<file path="config.mk">
export PLATFORM = sky130hd
export DESIGN_NAME = lvr_clkout
export DESIGN_NICKNAME = d
export VERILOG_FILES = /design/src/shared/lvr_pkg.sv /design/src/hdl/lvr_clkout.sv
export SDC_FILE = /design/constraint.sdc
export NUM_CORES = 1
export LEC_CHECK = 0
export BUFFER_PORTS_ARGS = -buffer_cell sky130_fd_sc_hd__clkbuf_2
export CORE_ASPECT_RATIO = 0.6
export CORE_UTILIZATION = 49
export CTS_CLUSTER_SIZE = 40
export DETAILED_ROUTE_END_ITERATION = 10
export PLACE_DENSITY = 0.86
export RECOVER_POWER = 50
export SYNTH_ARGS = -nofsm -noshare
export SYNTH_HDL_FRONTEND = slang
export SYNTH_SLANG_ARGS = --single-unit
</file>
<file path="constraint.sdc">
create_clock -name mclk_i -period 4.65 [get_ports mclk_i]
set_input_delay 0.6975 -clock mclk_i [delete_from_list [all_inputs] [get_ports mclk_i]]
set_output_delay 0.6975 -clock mclk_i [all_outputs]
set_load 0.01 [all_outputs]
</file>
<file path="src/shared/lvr_pkg.sv">
// Purpose: constants for the low-voltage reset and clock-out block
// Assumes: 32-bit classic Wishbone slave, byte addresses
// Notes: each register takes one aligned word
package lvr_pkg;
  // register byte offsets
  localparam logic [3:0] ADR_CTRL = 4'h0;
  localparam logic [3:0] ADR_RSTSRC = 4'h4;
  localparam logic [3:0] ADR_IRQ_STAT = 4'h8;
  localparam logic [3:0] ADR_IRQ_MASK = 4'hc;
  // control register fields
  localparam int CTL_DET_EN = 0;
  localparam int CTL_DET_STOP_EN = 1;
  localparam int CTL_LVR_EN = 2;
  localparam int CTL_THR_SEL = 3;
  localparam int CTL_WARN_IE = 4;
  localparam int CTL_WARN_FLAG = 7;
  localparam int CTL_CKSEL_LO = 8;
  localparam int CKSEL_W = 3;
  // reset values of control bits
  localparam logic CTL_DET_EN_RST = 1'b1;
  localparam logic CTL_DET_STOP_EN_RST = 1'b0;
  localparam logic CTL_LVR_EN_RST = 1'b1;
  localparam logic CTL_THR_SEL_RST = 1'b0;
  localparam logic CTL_WARN_IE_RST = 1'b0;
  localparam logic [2:0] CKSEL_RST = 3'h0;
  // reset source fields
  localparam int SRC_POR = 0;
  localparam int SRC_LVD = 1;
  localparam logic [1:0] SRC_RST = 2'h3;
  // interrupt status and mask fields
  localparam int IRQ_WARN = 0;
  localparam int IRQ_LVR = 1;
  localparam int IRQ_W = 2;
  localparam logic [1:0] IRQ_MASK_RST = 2'h0;
  // clock-out divider counter width
  localparam int DIV_W = 8;
  localparam logic [7:0] DIV_RST = 8'h00;
  // stop mode states
  typedef enum logic [1:0] {
    ST_RUN = 2'b00,
    ST_SHALLOW = 2'b01,
    ST_DEEP = 2'b10
  } stop_state_t;
endpackage

</file>
<file path="src/hdl/lvr_clkout.sv">
// Purpose: power-on / low-voltage reset control, warning interrupt,
//   stop-mode detector gating and divided bus clock on a shared pin
// Assumes: comparator results arrive synchronous to mclk_i; nrst_i is
//   the power-on reset of this block
// Notes: divide ratio of the clock output is 2 to the power of the
//   select value, so select 1 gives half the bus clock
module lvr_clkout (
  input wire logic mclk_i,
  input wire logic nrst_i,
  input wire logic wb_cyc_i,
  input wire logic wb_stb_i,
  input wire logic wb_we_i,
  input wire logic [3:0] wb_adr_i,
  input wire logic [3:0] wb_sel_i,
  input wire logic [31:0] wb_dat_i,
  output logic [31:0] wb_dat_o,
  output logic wb_ack_o,
  input wire logic above_rearm_i,
  input wire logic above_low_i,
  input wire logic above_high_i,
  input wire logic warn_cond_i,
  input wire logic stop_req_i,
  input wire logic stop_deep_req_i,
  input wire logic wake_i,
  input wire logic port_dir_i,
  input wire logic port_dat_i,
  input wire logic pin_slew_control_i,
  input wire logic pin_drive_control_i,
  output logic sys_reset_o,
  output logic detector_on_o,
  output logic [1:0] stop_mode_o,
  output logic irq_o,
  output logic pin_out_o,
  output logic pin_oe_n_o,
  output logic pin_slew_o,
  output logic pin_drive_o
);

  // bus slave state
  logic ack_r, ack_nxt;
  logic [31:0] rdat_r, rdat_nxt;
  // control register bits
  logic det_en_r, det_en_nxt;
  logic det_stop_en_r, det_stop_en_nxt;
  logic lvr_en_r, lvr_en_nxt;
  logic thr_sel_r, thr_sel_nxt;
  logic warn_ie_r, warn_ie_nxt;
  logic [2:0] cksel_r, cksel_nxt;
  // status and interrupt
  logic [1:0] src_r, src_nxt;
  logic [1:0] irq_stat_r, irq_stat_nxt;
  logic [1:0] irq_mask_r, irq_mask_nxt;
  // reset holds
  logic por_hold_r, por_hold_nxt;
  logic lvr_hold_r, lvr_hold_nxt;
  // stop mode
  lvr_pkg::stop_state_t stop_r, stop_nxt;
  // clock-out divider
  logic [7:0] div_r, div_nxt;
  logic ck_r, ck_nxt;

  logic wr_acc, rd_acc;
  logic above_sel, det_on, lvr_event, warn_event;

  // byte-lane merge of a write onto a held word
  function automatic logic [31:0] merge(input logic [31:0] old,
                                        input logic [31:0] wd,
                                        input logic [3:0] sel);
    logic [31:0] m;
    m = old;
    for (int i = 0; i < 4; i++) begin
      if (sel[i]) begin
        m[i*8 +: 8] = wd[i*8 +: 8];
      end
    end
    return m;
  endfunction

  // write-one-to-clear with set winning over the clear
  function automatic logic [1:0] w1c(input logic [1:0] old,
                                     input logic [1:0] clr,
                                     input logic [1:0] set);
    return (old & ~clr) | set;
  endfunction

  // control word as software reads it
  function automatic logic [31:0] ctrl_word(input logic de,
    input logic dse, input logic lre, input logic ts, input logic wie,
    input logic wf, input logic [2:0] cs);
    logic [31:0] w;
    w = 32'h0000_0000;
    w[lvr_pkg::CTL_DET_EN] = de;
    w[lvr_pkg::CTL_DET_STOP_EN] = dse;
    w[lvr_pkg::CTL_LVR_EN] = lre;
    w[lvr_pkg::CTL_THR_SEL] = ts;
    w[lvr_pkg::CTL_WARN_IE] = wie;
    w[lvr_pkg::CTL_WARN_FLAG] = wf;
    w[lvr_pkg::CTL_CKSEL_LO +: lvr_pkg::CKSEL_W] = cs;
    return w;
  endfunction

  // the write lands on the edge where the master sees ack
  assign wr_acc = wb_cyc_i & wb_stb_i & wb_we_i & ack_r;
  assign rd_acc = wb_cyc_i & wb_stb_i & ~ack_r;

  // detector gating: stop modes switch it off unless stop-enabled
  assign det_on = det_en_r &
    ((stop_r == lvr_pkg::ST_RUN) | det_stop_en_r);
  // selected trip level
  assign above_sel = thr_sel_r ? above_high_i : above_low_i;
  assign lvr_event = det_on & lvr_en_r & ~above_sel;
  assign warn_event = det_on & warn_ie_r & warn_cond_i;

  // bus slave: one wait state, ack dropped the cycle after
  always_comb begin
    ack_nxt = rd_acc;
    rdat_nxt = 32'h0000_0000;
    if (rd_acc) begin
      unique case (wb_adr_i)
        lvr_pkg::ADR_CTRL: rdat_nxt = ctrl_word(det_en_r,
          det_stop_en_r, lvr_en_r, thr_sel_r, warn_ie_r,
          irq_stat_r[lvr_pkg::IRQ_WARN], cksel_r);
        lvr_pkg::ADR_RSTSRC: rdat_nxt = {30'h0, src_r};
        lvr_pkg::ADR_IRQ_STAT: rdat_nxt = {30'h0, irq_stat_r};
        lvr_pkg::ADR_IRQ_MASK: rdat_nxt = {30'h0, irq_mask_r};
        default: rdat_nxt = 32'h0000_0000; // unmapped reads zero
      endcase
    end
  end

  always_ff @(posedge mclk_i or negedge nrst_i) begin
    if (!nrst_i) begin
      ack_r <= 1'b0;
      rdat_r <= 32'h0000_0000;
    end else begin
      ack_r <= ack_nxt;
      rdat_r <= rdat_nxt;
    end
  end

  // control and mask registers
  always_comb begin
    logic [31:0] c;
    c = merge(ctrl_word(det_en_r, det_stop_en_r, lvr_en_r, thr_sel_r,
      warn_ie_r, 1'b0, cksel_r), wb_dat_i, wb_sel_i);
    det_en_nxt = det_en_r;
    det_stop_en_nxt = det_stop_en_r;
    lvr_en_nxt = lvr_en_r;
    thr_sel_nxt = thr_sel_r;
    warn_ie_nxt = warn_ie_r;
    cksel_nxt = cksel_r;
    irq_mask_nxt = irq_mask_r;
    if (wr_acc && wb_adr_i == lvr_pkg::ADR_CTRL) begin
      det_en_nxt = c[lvr_pkg::CTL_DET_EN];
      det_stop_en_nxt = c[lvr_pkg::CTL_DET_STOP_EN];
      lvr_en_nxt = c[lvr_pkg::CTL_LVR_EN];
      thr_sel_nxt = c[lvr_pkg::CTL_THR_SEL];
      warn_ie_nxt = c[lvr_pkg::CTL_WARN_IE];
      cksel_nxt = c[lvr_pkg::CTL_CKSEL_LO +: lvr_pkg::CKSEL_W];
    end
    if (wr_acc && wb_adr_i == lvr_pkg::ADR_IRQ_MASK && wb_sel_i[0]) begin
      irq_mask_nxt = wb_dat_i[1:0];
    end
  end

  always_ff @(posedge mclk_i or negedge nrst_i) begin
    if (!nrst_i) begin
      det_en_r <= lvr_pkg::CTL_DET_EN_RST;
      det_stop_en_r <= lvr_pkg::CTL_DET_STOP_EN_RST;
      lvr_en_r <= lvr_pkg::CTL_LVR_EN_RST;
      thr_sel_r <= lvr_pkg::CTL_THR_SEL_RST;
      warn_ie_r <= lvr_pkg::CTL_WARN_IE_RST;
      cksel_r <= lvr_pkg::CKSEL_RST;
      irq_mask_r <= lvr_pkg::IRQ_MASK_RST;
    end else begin
      det_en_r <= det_en_nxt;
      det_stop_en_r <= det_stop_en_nxt;
      lvr_en_r <= lvr_en_nxt;
      thr_sel_r <= thr_sel_nxt;
      warn_ie_r <= warn_ie_nxt;
      cksel_r <= cksel_nxt;
      irq_mask_r <= irq_mask_nxt;
    end
  end

  // reset holds and sticky flags; a rearm drop counts as power-on
  always_comb begin
    logic [1:0] clr_src, clr_irq, set_src, set_irq;
    clr_src = 2'h0;
    clr_irq = 2'h0;
    set_src = 2'h0;
    set_irq = 2'h0;
    if (wr_acc && wb_sel_i[0]) begin
      if (wb_adr_i == lvr_pkg::ADR_RSTSRC) clr_src = wb_dat_i[1:0];
      if (wb_adr_i == lvr_pkg::ADR_IRQ_STAT) clr_irq = wb_dat_i[1:0];
    end
    set_src[lvr_pkg::SRC_POR] = ~above_rearm_i;
    set_src[lvr_pkg::SRC_LVD] = ~above_rearm_i | lvr_event;
    set_irq[lvr_pkg::IRQ_WARN] = warn_event;
    set_irq[lvr_pkg::IRQ_LVR] = lvr_event & ~lvr_hold_r;
    src_nxt = w1c(src_r, clr_src, set_src);
    irq_stat_nxt = w1c(irq_stat_r, clr_irq, set_irq);
    // power-on hold released only above the low threshold
    por_hold_nxt = por_hold_r;
    if (!above_rearm_i) por_hold_nxt = 1'b1;
    else if (above_low_i) por_hold_nxt = 1'b0;
    // low-voltage hold released only above the selected threshold
    lvr_hold_nxt = lvr_hold_r;
    if (lvr_event) lvr_hold_nxt = 1'b1;
    else if (above_sel) lvr_hold_nxt = 1'b0;
  end

  always_ff @(posedge mclk_i or negedge nrst_i) begin
    if (!nrst_i) begin
      src_r <= lvr_pkg::SRC_RST; // power-on marks both sources
      irq_stat_r <= 2'h0;
      por_hold_r <= 1'b1; // first power application
      lvr_hold_r <= 1'b0;
    end else begin
      src_r <= src_nxt;
      irq_stat_r <= irq_stat_nxt;
      por_hold_r <= por_hold_nxt;
      lvr_hold_r <= lvr_hold_nxt;
    end
  end

  // stop modes: deep stop is refused while the detector must stay on
  always_comb begin
    stop_nxt = stop_r;
    unique case (stop_r)
      lvr_pkg::ST_RUN: begin
        if (stop_req_i) begin
          if (stop_deep_req_i && !(det_en_r && det_stop_en_r)) begin
            stop_nxt = lvr_pkg::ST_DEEP;
          end else begin
            stop_nxt = lvr_pkg::ST_SHALLOW;
          end
        end
      end
      lvr_pkg::ST_SHALLOW: if (wake_i) stop_nxt = lvr_pkg::ST_RUN;
      lvr_pkg::ST_DEEP: if (wake_i) stop_nxt = lvr_pkg::ST_RUN;
      default: stop_nxt = lvr_pkg::ST_RUN;
    endcase
  end

  always_ff @(posedge mclk_i or negedge nrst_i) begin
    if (!nrst_i) stop_r <= lvr_pkg::ST_RUN;
    else stop_r <= stop_nxt;
  end

  // clock divider; only the divided tap is registered, so the pin
  // stays glitch-free but a select change may shorten or stretch one half period
  always_comb begin
    div_nxt = div_r + 8'h01;
    ck_nxt = 1'b0;
    if (cksel_r != 3'h0) begin
      ck_nxt = div_nxt[cksel_r - 3'h1];
    end else begin
      div_nxt = lvr_pkg::DIV_RST;
    end
  end

  always_ff @(posedge mclk_i or negedge nrst_i) begin
    if (!nrst_i) begin
      div_r <= lvr_pkg::DIV_RST;
      ck_r <= 1'b0;
    end else begin
      div_r <= div_nxt;
      ck_r <= ck_nxt;
    end
  end

  // outputs
  assign wb_ack_o = ack_r;
  assign wb_dat_o = rdat_r;
  assign sys_reset_o = por_hold_r | lvr_hold_r;
  assign detector_on_o = det_on;
  assign stop_mode_o = stop_r;
  assign irq_o = |(irq_stat_r & irq_mask_r);
  // clock mode overrides the port direction
  assign pin_out_o = (cksel_r != 3'h0) ? ck_r : port_dat_i;
  assign pin_oe_n_o = (cksel_r != 3'h0) ? 1'b0 : ~port_dir_i;
  assign pin_slew_o = pin_slew_control_i;
  assign pin_drive_o = pin_drive_control_i;
endmodule

</file>
==> flow_summary.ini, run 1 <==
[outcome]
status = finished, violations left
violations = max-capacitance violations, max-slew violations

[pwr]
leakagePower_nw = 1.124
p_per_area_mw_per_mm2 = 296.7
finalPower_uw = 648.5
ir_worst_vdd_v = 0.0002006

[synthesis]
synthAdderAreaFrac = 0.02553
synth_xor_area_frac = 0.03127
synth_flop_cell = dfrtp_1
synth-seq-cells = 37
seq_area_frac_synth = 0.4754
synth_edf_count = 0
synthMuxAreaShare = 0.09126
netlist_instances = 172
synth_compound_area_frac = 0.09317
syn_avg_cell_area_um2 = 11.40
synth_simple_gate_area_share = 0.1691
synthesis.area_mm2 = 0.001961
async_flop_share = 1.000
synth_cell_types = 41
synth_top_family_by_area = simple AND/OR/NAND/NOR gates
synth_warnings = 0

[critical_path]
r2r_cells = 5
critPathMaxStageDelay_ps = 660
cp_cell_sequence = inv_1 -> ha_1 -> nor2b_1 -> mux2_2 -> clkbuf_2
path_delay_family = simple AND/OR/NAND/NOR gates
arrival_ps = 2320
rrSetupSlack_ps = 2710
cp-startpoint = cksel_r[0]
worstReg2RegEnd = ck_r
r2r_start = cksel_r[0]
endpoint_kind = primary output
crit_buf_inv = 2
required_ps = 3950
cp_slowest_cell = nor2b_1
worst_setup_path_start_kind = flip-flop
worstSetupPathType = reg2out
path_max_fanout = 11

[global_routing]
grt_overflow = 0
grt.total_usage = 0.1824
grt_pass1_wl_um = 5947
grt_max_degree = 38
antenna_found_initial = 0
grt_pass1_vias = 1230

[sta]
finalClockSkew_ps = 6.480
worst_pin_slew_ps = 1905
grt_setup_unrepaired = no
slew_violations = 38
worst_slack_ps = 1637
slew_headroom = -0.2699
fmax_mhz = 331.9
hold_viol = 0
tns_ps = 0
fin_crit_sh = 0.6480
setup_viol = 0
min_period_ps = 3013

[cts]
cts_tree = done
clock_latency_ps = 280
root_buffer = clkbuf_8
cts_resized = 0
h-tree-depth = 2
cts.sinks = 37
clkTransAtPathRegs_ps = 70
hold_buffers = 0
cts_inserted_buffers = 5
clockBufferDepth = 2
cts_setup_buffers = 0

[detailed_routing]
wl_um = 3598
wl_per_cell_um = 13.58
drc = 0
via_per_inst = 5.132
first_iter_violations = 95
num_vias = 1360
firstDrtPassIters = 4
drtAntennaViolNets = 0

[die]
core_area_mm2 = 0.003744
row_count = 17
fp.dieH_um = 51.00
start_util = 0.5237
die_area_mm2 = 0.004266
die_w_um = 83.66
pin_count = 98

[hold_path]
worstHoldPathType = reg2reg
hold_depth = 2
hp-start = por_hold_r
min_to = por_hold_r

[cells_and_area]
fill_cells = 321
post-route-cell-area_mm2 = 0.002186
layout-drive-gt1-share = 0.2982
fin_nets = 277
areaGrowthSynthToFinish_pct = 11.49
antennaDiodeCount = 0
multi_input_area_um2 = 875.8
area.sequential_um2 = 932.1

[placed_design]
io_buffer_count = 44
dp_hpwl_um = 2772
dp_slack_ps = 1927
dpl_cell_area_mm2 = 0.002121
gp_congestion = 0.7998

[flow_run]
maxCapViolCount = 1
-- power by group --
group | switching [mW] | internal [mW] | total [mW] | leakage (nW)
Sequential | 0.0101 | 0.334 | 0.344 | 0.496
Combinational | 0.0560 | 0.0415 | 0.0975 | 0.583
Clock | 0.103 | 0.104 | 0.207 | 0.0450
Total | 0.169 | 0.479 | 0.648 | 1.12
-- worst min-delay path, stage by stage (launching register included) --
cell and delay, ps:
dfstp_2 370, inv_1 40, o21ai_0 70
-- sequential cells by signal, indices dropped and copies added (netlist names) --
name,count
ck_r,1
cksel_r,3
det_en_r,1
det_stop_en_r,1
div_r,8
irq_mask_r,2
irq_stat_r,2
lvr_en_r,1
lvr_hold_r,1
por_hold_r,1
src_r,2
stop_mode_o,2
thr_sel_r,1
warn_ie_r,1
wb_ack_o,1
wb_dat_o,9
-- worst max path at each step --
| stage | depth (start not counted) | slack (ps) | to |
|---|---|---|---|
| 3_3_place_gp | 5 | 1950 | pin_out_o |
| 3_5_place_dp | 5 | 1930 | pin_out_o |
| 4_1_cts | 5 | 1610 | pin_out_o |
| 6_report | 5 | 1640 | pin_out_o |
| 2_1_floorplan | 6 | 2460 | pin_oe_n_o |
| 5_1_grt | 5 | 1480 | pin_out_o |
-- cells in the mapped netlist, types with 2 or more instances --
master    count  area [um^2]
xnor2_1       4        35.03
dfrtp_1      32        800.8
dfstp_2       5        131.4
nor2_1       10        37.54
mux2_2        3        33.78
mux2_1        8        90.09
mux4_2        2        45.04
nand3_1       7        35.03
buf_4        25        187.7
xor2_1        3        26.28
nor2b_1       7        43.79
nand4b_1      4        35.03
a21oi_1       4        20.02
a22o_1        3        26.28
buf_2         2        10.01
a211oi_1      2        15.01
inv_1         5        18.77
ha_1          4        50.05
o21ai_0       2        10.01
and3_1       11        68.82
and4_1        2        17.52
nand2_1       8        30.03
-- cell usage in the layout (no fill, tap or decap), types with 2 or more instances in the layout --
cell and n:
a211oi_1 2, a21oi_1 4, a22o_1 3, and3_1 11, and4_1 2, clkbuf_1 3, clkbuf_2 42, clkbuf_8 5
clkinv_2 2, conb_1 23, dfrtp_1 32, dfstp_2 5, ha_1 4, inv_1 5, mux2_1 8, mux2_2 3
mux4_2 2, nand2_1 8, nand3_1 7, nand4b_1 4, nor2_1 10, nor2b_1 7, o21ai_0 2, xnor2_1 4
xor2_1 3
-- kinds of logic after synthesis --
family,Yosys count
compound gates,21
xor+xnor,7
fa+ha+maj,4
buf+inv,33
flops,37
mux,14
other cells,1
simple gates,55
-- per-stage QoR --
step             util  instances  hold WS (ps)
6_report       0.5839        265         481.2
5_1_grt        0.5839        265         502.6
4_1_cts        0.5886        265         488.3
3_5_place_dp   0.5665        257         476.4
3_3_place_gp   0.5665        257         455.2
2_1_floorplan       -        194         401.9
-- per-layer routing --
| layer | vias to the layer above | track usage | wire length, um |
|---|---|---|---|
| met5 | - | 0 | 0 |
| met2 | 68 | 0.2724 | 1564 |
| li1 | 649 | - | - |
| met3 | 3 | 0.05654 | 282 |
| met4 | 0 | 0.05085 | 19 |
| met1 | 640 | 0.2578 | 1731 |
-- final cells by class --
class / instances / share of cell area
Sequential cell: 37 / 0.4264
Multi-Input combinational cell: 124 / 0.4007
Timing Repair Buffer: 44 / 0.09960
Clock buffer: 6 / 0.03320
Tap cell: 47 / 0.02690
Inverter: 5 / 0.008586
Clock inverter: 2 / 0.004579
Power figures use the tool's default switching activity.
==> run 2, diff against run 1 <==
--- a/config.mk
+++ b/config.mk
@@ -7,10 +7,10 @@
 export LEC_CHECK = 0
 export BUFFER_PORTS_ARGS = -buffer_cell sky130_fd_sc_hd__clkbuf_2
 export CORE_ASPECT_RATIO = 0.6
-export CORE_UTILIZATION = 49
+export CORE_UTILIZATION = 41
 export CTS_CLUSTER_SIZE = 40
 export DETAILED_ROUTE_END_ITERATION = 10
-export PLACE_DENSITY = 0.86
+export PLACE_DENSITY = 0.77
 export RECOVER_POWER = 50
 export SYNTH_ARGS = -nofsm -noshare
 export SYNTH_HDL_FRONTEND = slang
==> constraint.sdc (replaced) <==
create_clock -name mclk_i -period 2.5 [get_ports mclk_i]
set_input_delay 0.375 -clock mclk_i [delete_from_list [all_inputs] [get_ports mclk_i]]
set_output_delay 0.375 -clock mclk_i [all_outputs]
set_load 0.01 [all_outputs]
==> run 2 against run 1 <==
Global-route usage down 2.1 points. Critical path depth up 1. First-iteration DRC count down 3.2%. The flow still finishes with violations (max-capacitance violations, max-slew violations). Register-to-register slack worse by 2100 ps. Final cell count up 6.4%. Clock power up 120%. Highest routed layer unchanged. Worst setup slack worse by 1300 ps. Sequential share of layout area down 1.1 points.
==> flow_summary.ini, run 2 (synthesized netlist as in run 1, its figures left out) <==
[cts]
clock_latency_ps = 290
cts_tree = done
clockBufferDepth = 2
cts_setup_buffers = 0
clkTransAtPathRegs_ps = 70
hold_buffers = 0
cts.sinks = 37
h-tree-depth = 2
root_buffer = clkbuf_8
cts_inserted_buffers = 5
cts_resized = 0

[critical_path]
path_max_fanout = 11
r2r_cells = 5
path_delay_family = flip-flops
worst_setup_path_start_kind = flip-flop
endpoint_kind = primary output
rrSetupSlack_ps = 600
worstSetupPathType = reg2out
r2r_start = cksel_r[0]
crit_buf_inv = 3
cp_cell_sequence = inv_1 -> ha_1 -> nor2b_1 -> buf_4 -> nor2b_1 -> clkbuf_2
worstReg2RegEnd = ck_r
arrival_ps = 1820
critPathMaxStageDelay_ps = 580
required_ps = 2120
cp_slowest_cell = dfrtp_1
cpMostUsedCell = nor2b_1

[detailed_routing]
wl_um = 3765
via_per_inst = 4.911
wl_per_cell_um = 13.35
firstDrtPassIters = 4
first_iter_violations = 92
drtAntennaViolNets = 0
drc = 0
num_vias = 1385

[cells_and_area]
largest_reg_flops = 9
antennaDiodeCount = 0
fin_nets = 278
layout_commonest_cell = clkbuf_2
fin_cells = 282
mostFrequentLayoutCells = clkbuf_2, dfrtp_1, conb_1
layout-drive-gt1-share = 0.2922
final_util = 0.4887
areaGrowthSynthToFinish_pct = 14.36

[die]
die_area_mm2 = 0.005072
row_count = 19
die_w_um = 91.28
fp.dieH_um = 55.57
start_util = 0.4273
core_area_mm2 = 0.004588
pin_count = 98

[hold_path]
hp-start = above_rearm_i
hold_depth = 2
worstHoldPathType = in2reg
min_to = src_r[0]

[pwr]
p_per_area_mw_per_mm2 = 569.1
finalPower_mw = 1.276
leakagePower_nw = 1.125
ir_worst_vdd_v = 0.0002017

[sta]
tns_ps = 0
worst_pin_slew_ps = 1929
setup_viol = 0
slew_violations = 38
fmax_mhz = 456.3
fin_crit_sh = 0.8766
finalClockSkew_ps = 8.811
worst_slack_ps = 308.5
grt_setup_unrepaired = no
hold_viol = 0
min_period_ps = 2191
slew_headroom = -0.2863

[global_routing]
grt_max_degree = 38
antenna_found_initial = 0
grt_overflow = 0
grt.total_usage = 0.1616
grt_pass1_vias = 1300
grt_pass1_wl_um = 6341

[outcome]
status = finished, violations left
violations = max-capacitance violations, max-slew violations

[placed_design]
dp_slack_ps = 612.4
dp_hpwl_um = 2839
gp_congestion = 0.8055
io_buffer_count = 44
dp_cells = 274

[flow_run]
maxCapViolCount = 1
run 2: cell types whose count changed in the layout (fill, tap and decap cells not counted):
| cell | previous run | this run |
|---|---|---|
| clkbuf_8 | 5 | 7 |
| nor4_4 | 0 | 1 |
| clkbuf_2 | 42 | 38 |
| clkinv_2 | 2 | 1 |
| nor4_1 | 1 | 0 |
| buf_4 | 0 | 1 |
| clkbuf_1 | 3 | 6 |
run 2: worst max path at each step:
stage | cells after the start | from | end | slack [ps]
finish | 6 | cksel_r[0] | pin_oe_n_o | 310
global route | 6 | cksel_r[0] | pin_oe_n_o | 140
CTS | 6 | cksel_r[0] | pin_oe_n_o | 290
detailed placement | 6 | cksel_r[0] | pin_oe_n_o | 610
global placement | 5 | cksel_r[0] | ck_r | 620
floorplan | 6 | cksel_r[0] | pin_oe_n_o | 630
run 2: power breakdown:
group	switching [mW]	leakage, nW	internal, mW
clock	0.199	0.0542	0.249
sequential	0.0177	0.496	0.621
combinational	0.109	0.575	0.0796
run 2: metal layers:
metal / up-vias / wire length, um / GRT usage
met5: - / 0 / 0
met4: 0 / 74 / 0.05896
met3: 11 / 188 / 0.03994
met2: 51 / 1602 / 0.2370
met1: 672 / 1899 / 0.2324
li1: 651 / - / -
run 2: through the flow:
stage / hold WS (ps) / area, um^2
2_1_floorplan: 79.41 / 2043
3_3_place_gp: 454.3 / 2148
3_5_place_dp: 468.9 / 2148
4_1_cts: 236.8 / 2250
5_1_grt: 260.5 / 2242
6_report: 256.8 / 2242
run 2: layout make-up:
class | count | area, um^2
Clock inverter | 1 | 5.005
Sequential cell | 37 | 932.1
Timing Repair Buffer | 45 | 220.2
Multi-Input combinational cell | 124 | 890.9
Inverter | 5 | 18.77
Clock buffer | 7 | 96.34
Fill cell | 427 | 2346
Tap cell | 63 | 78.83
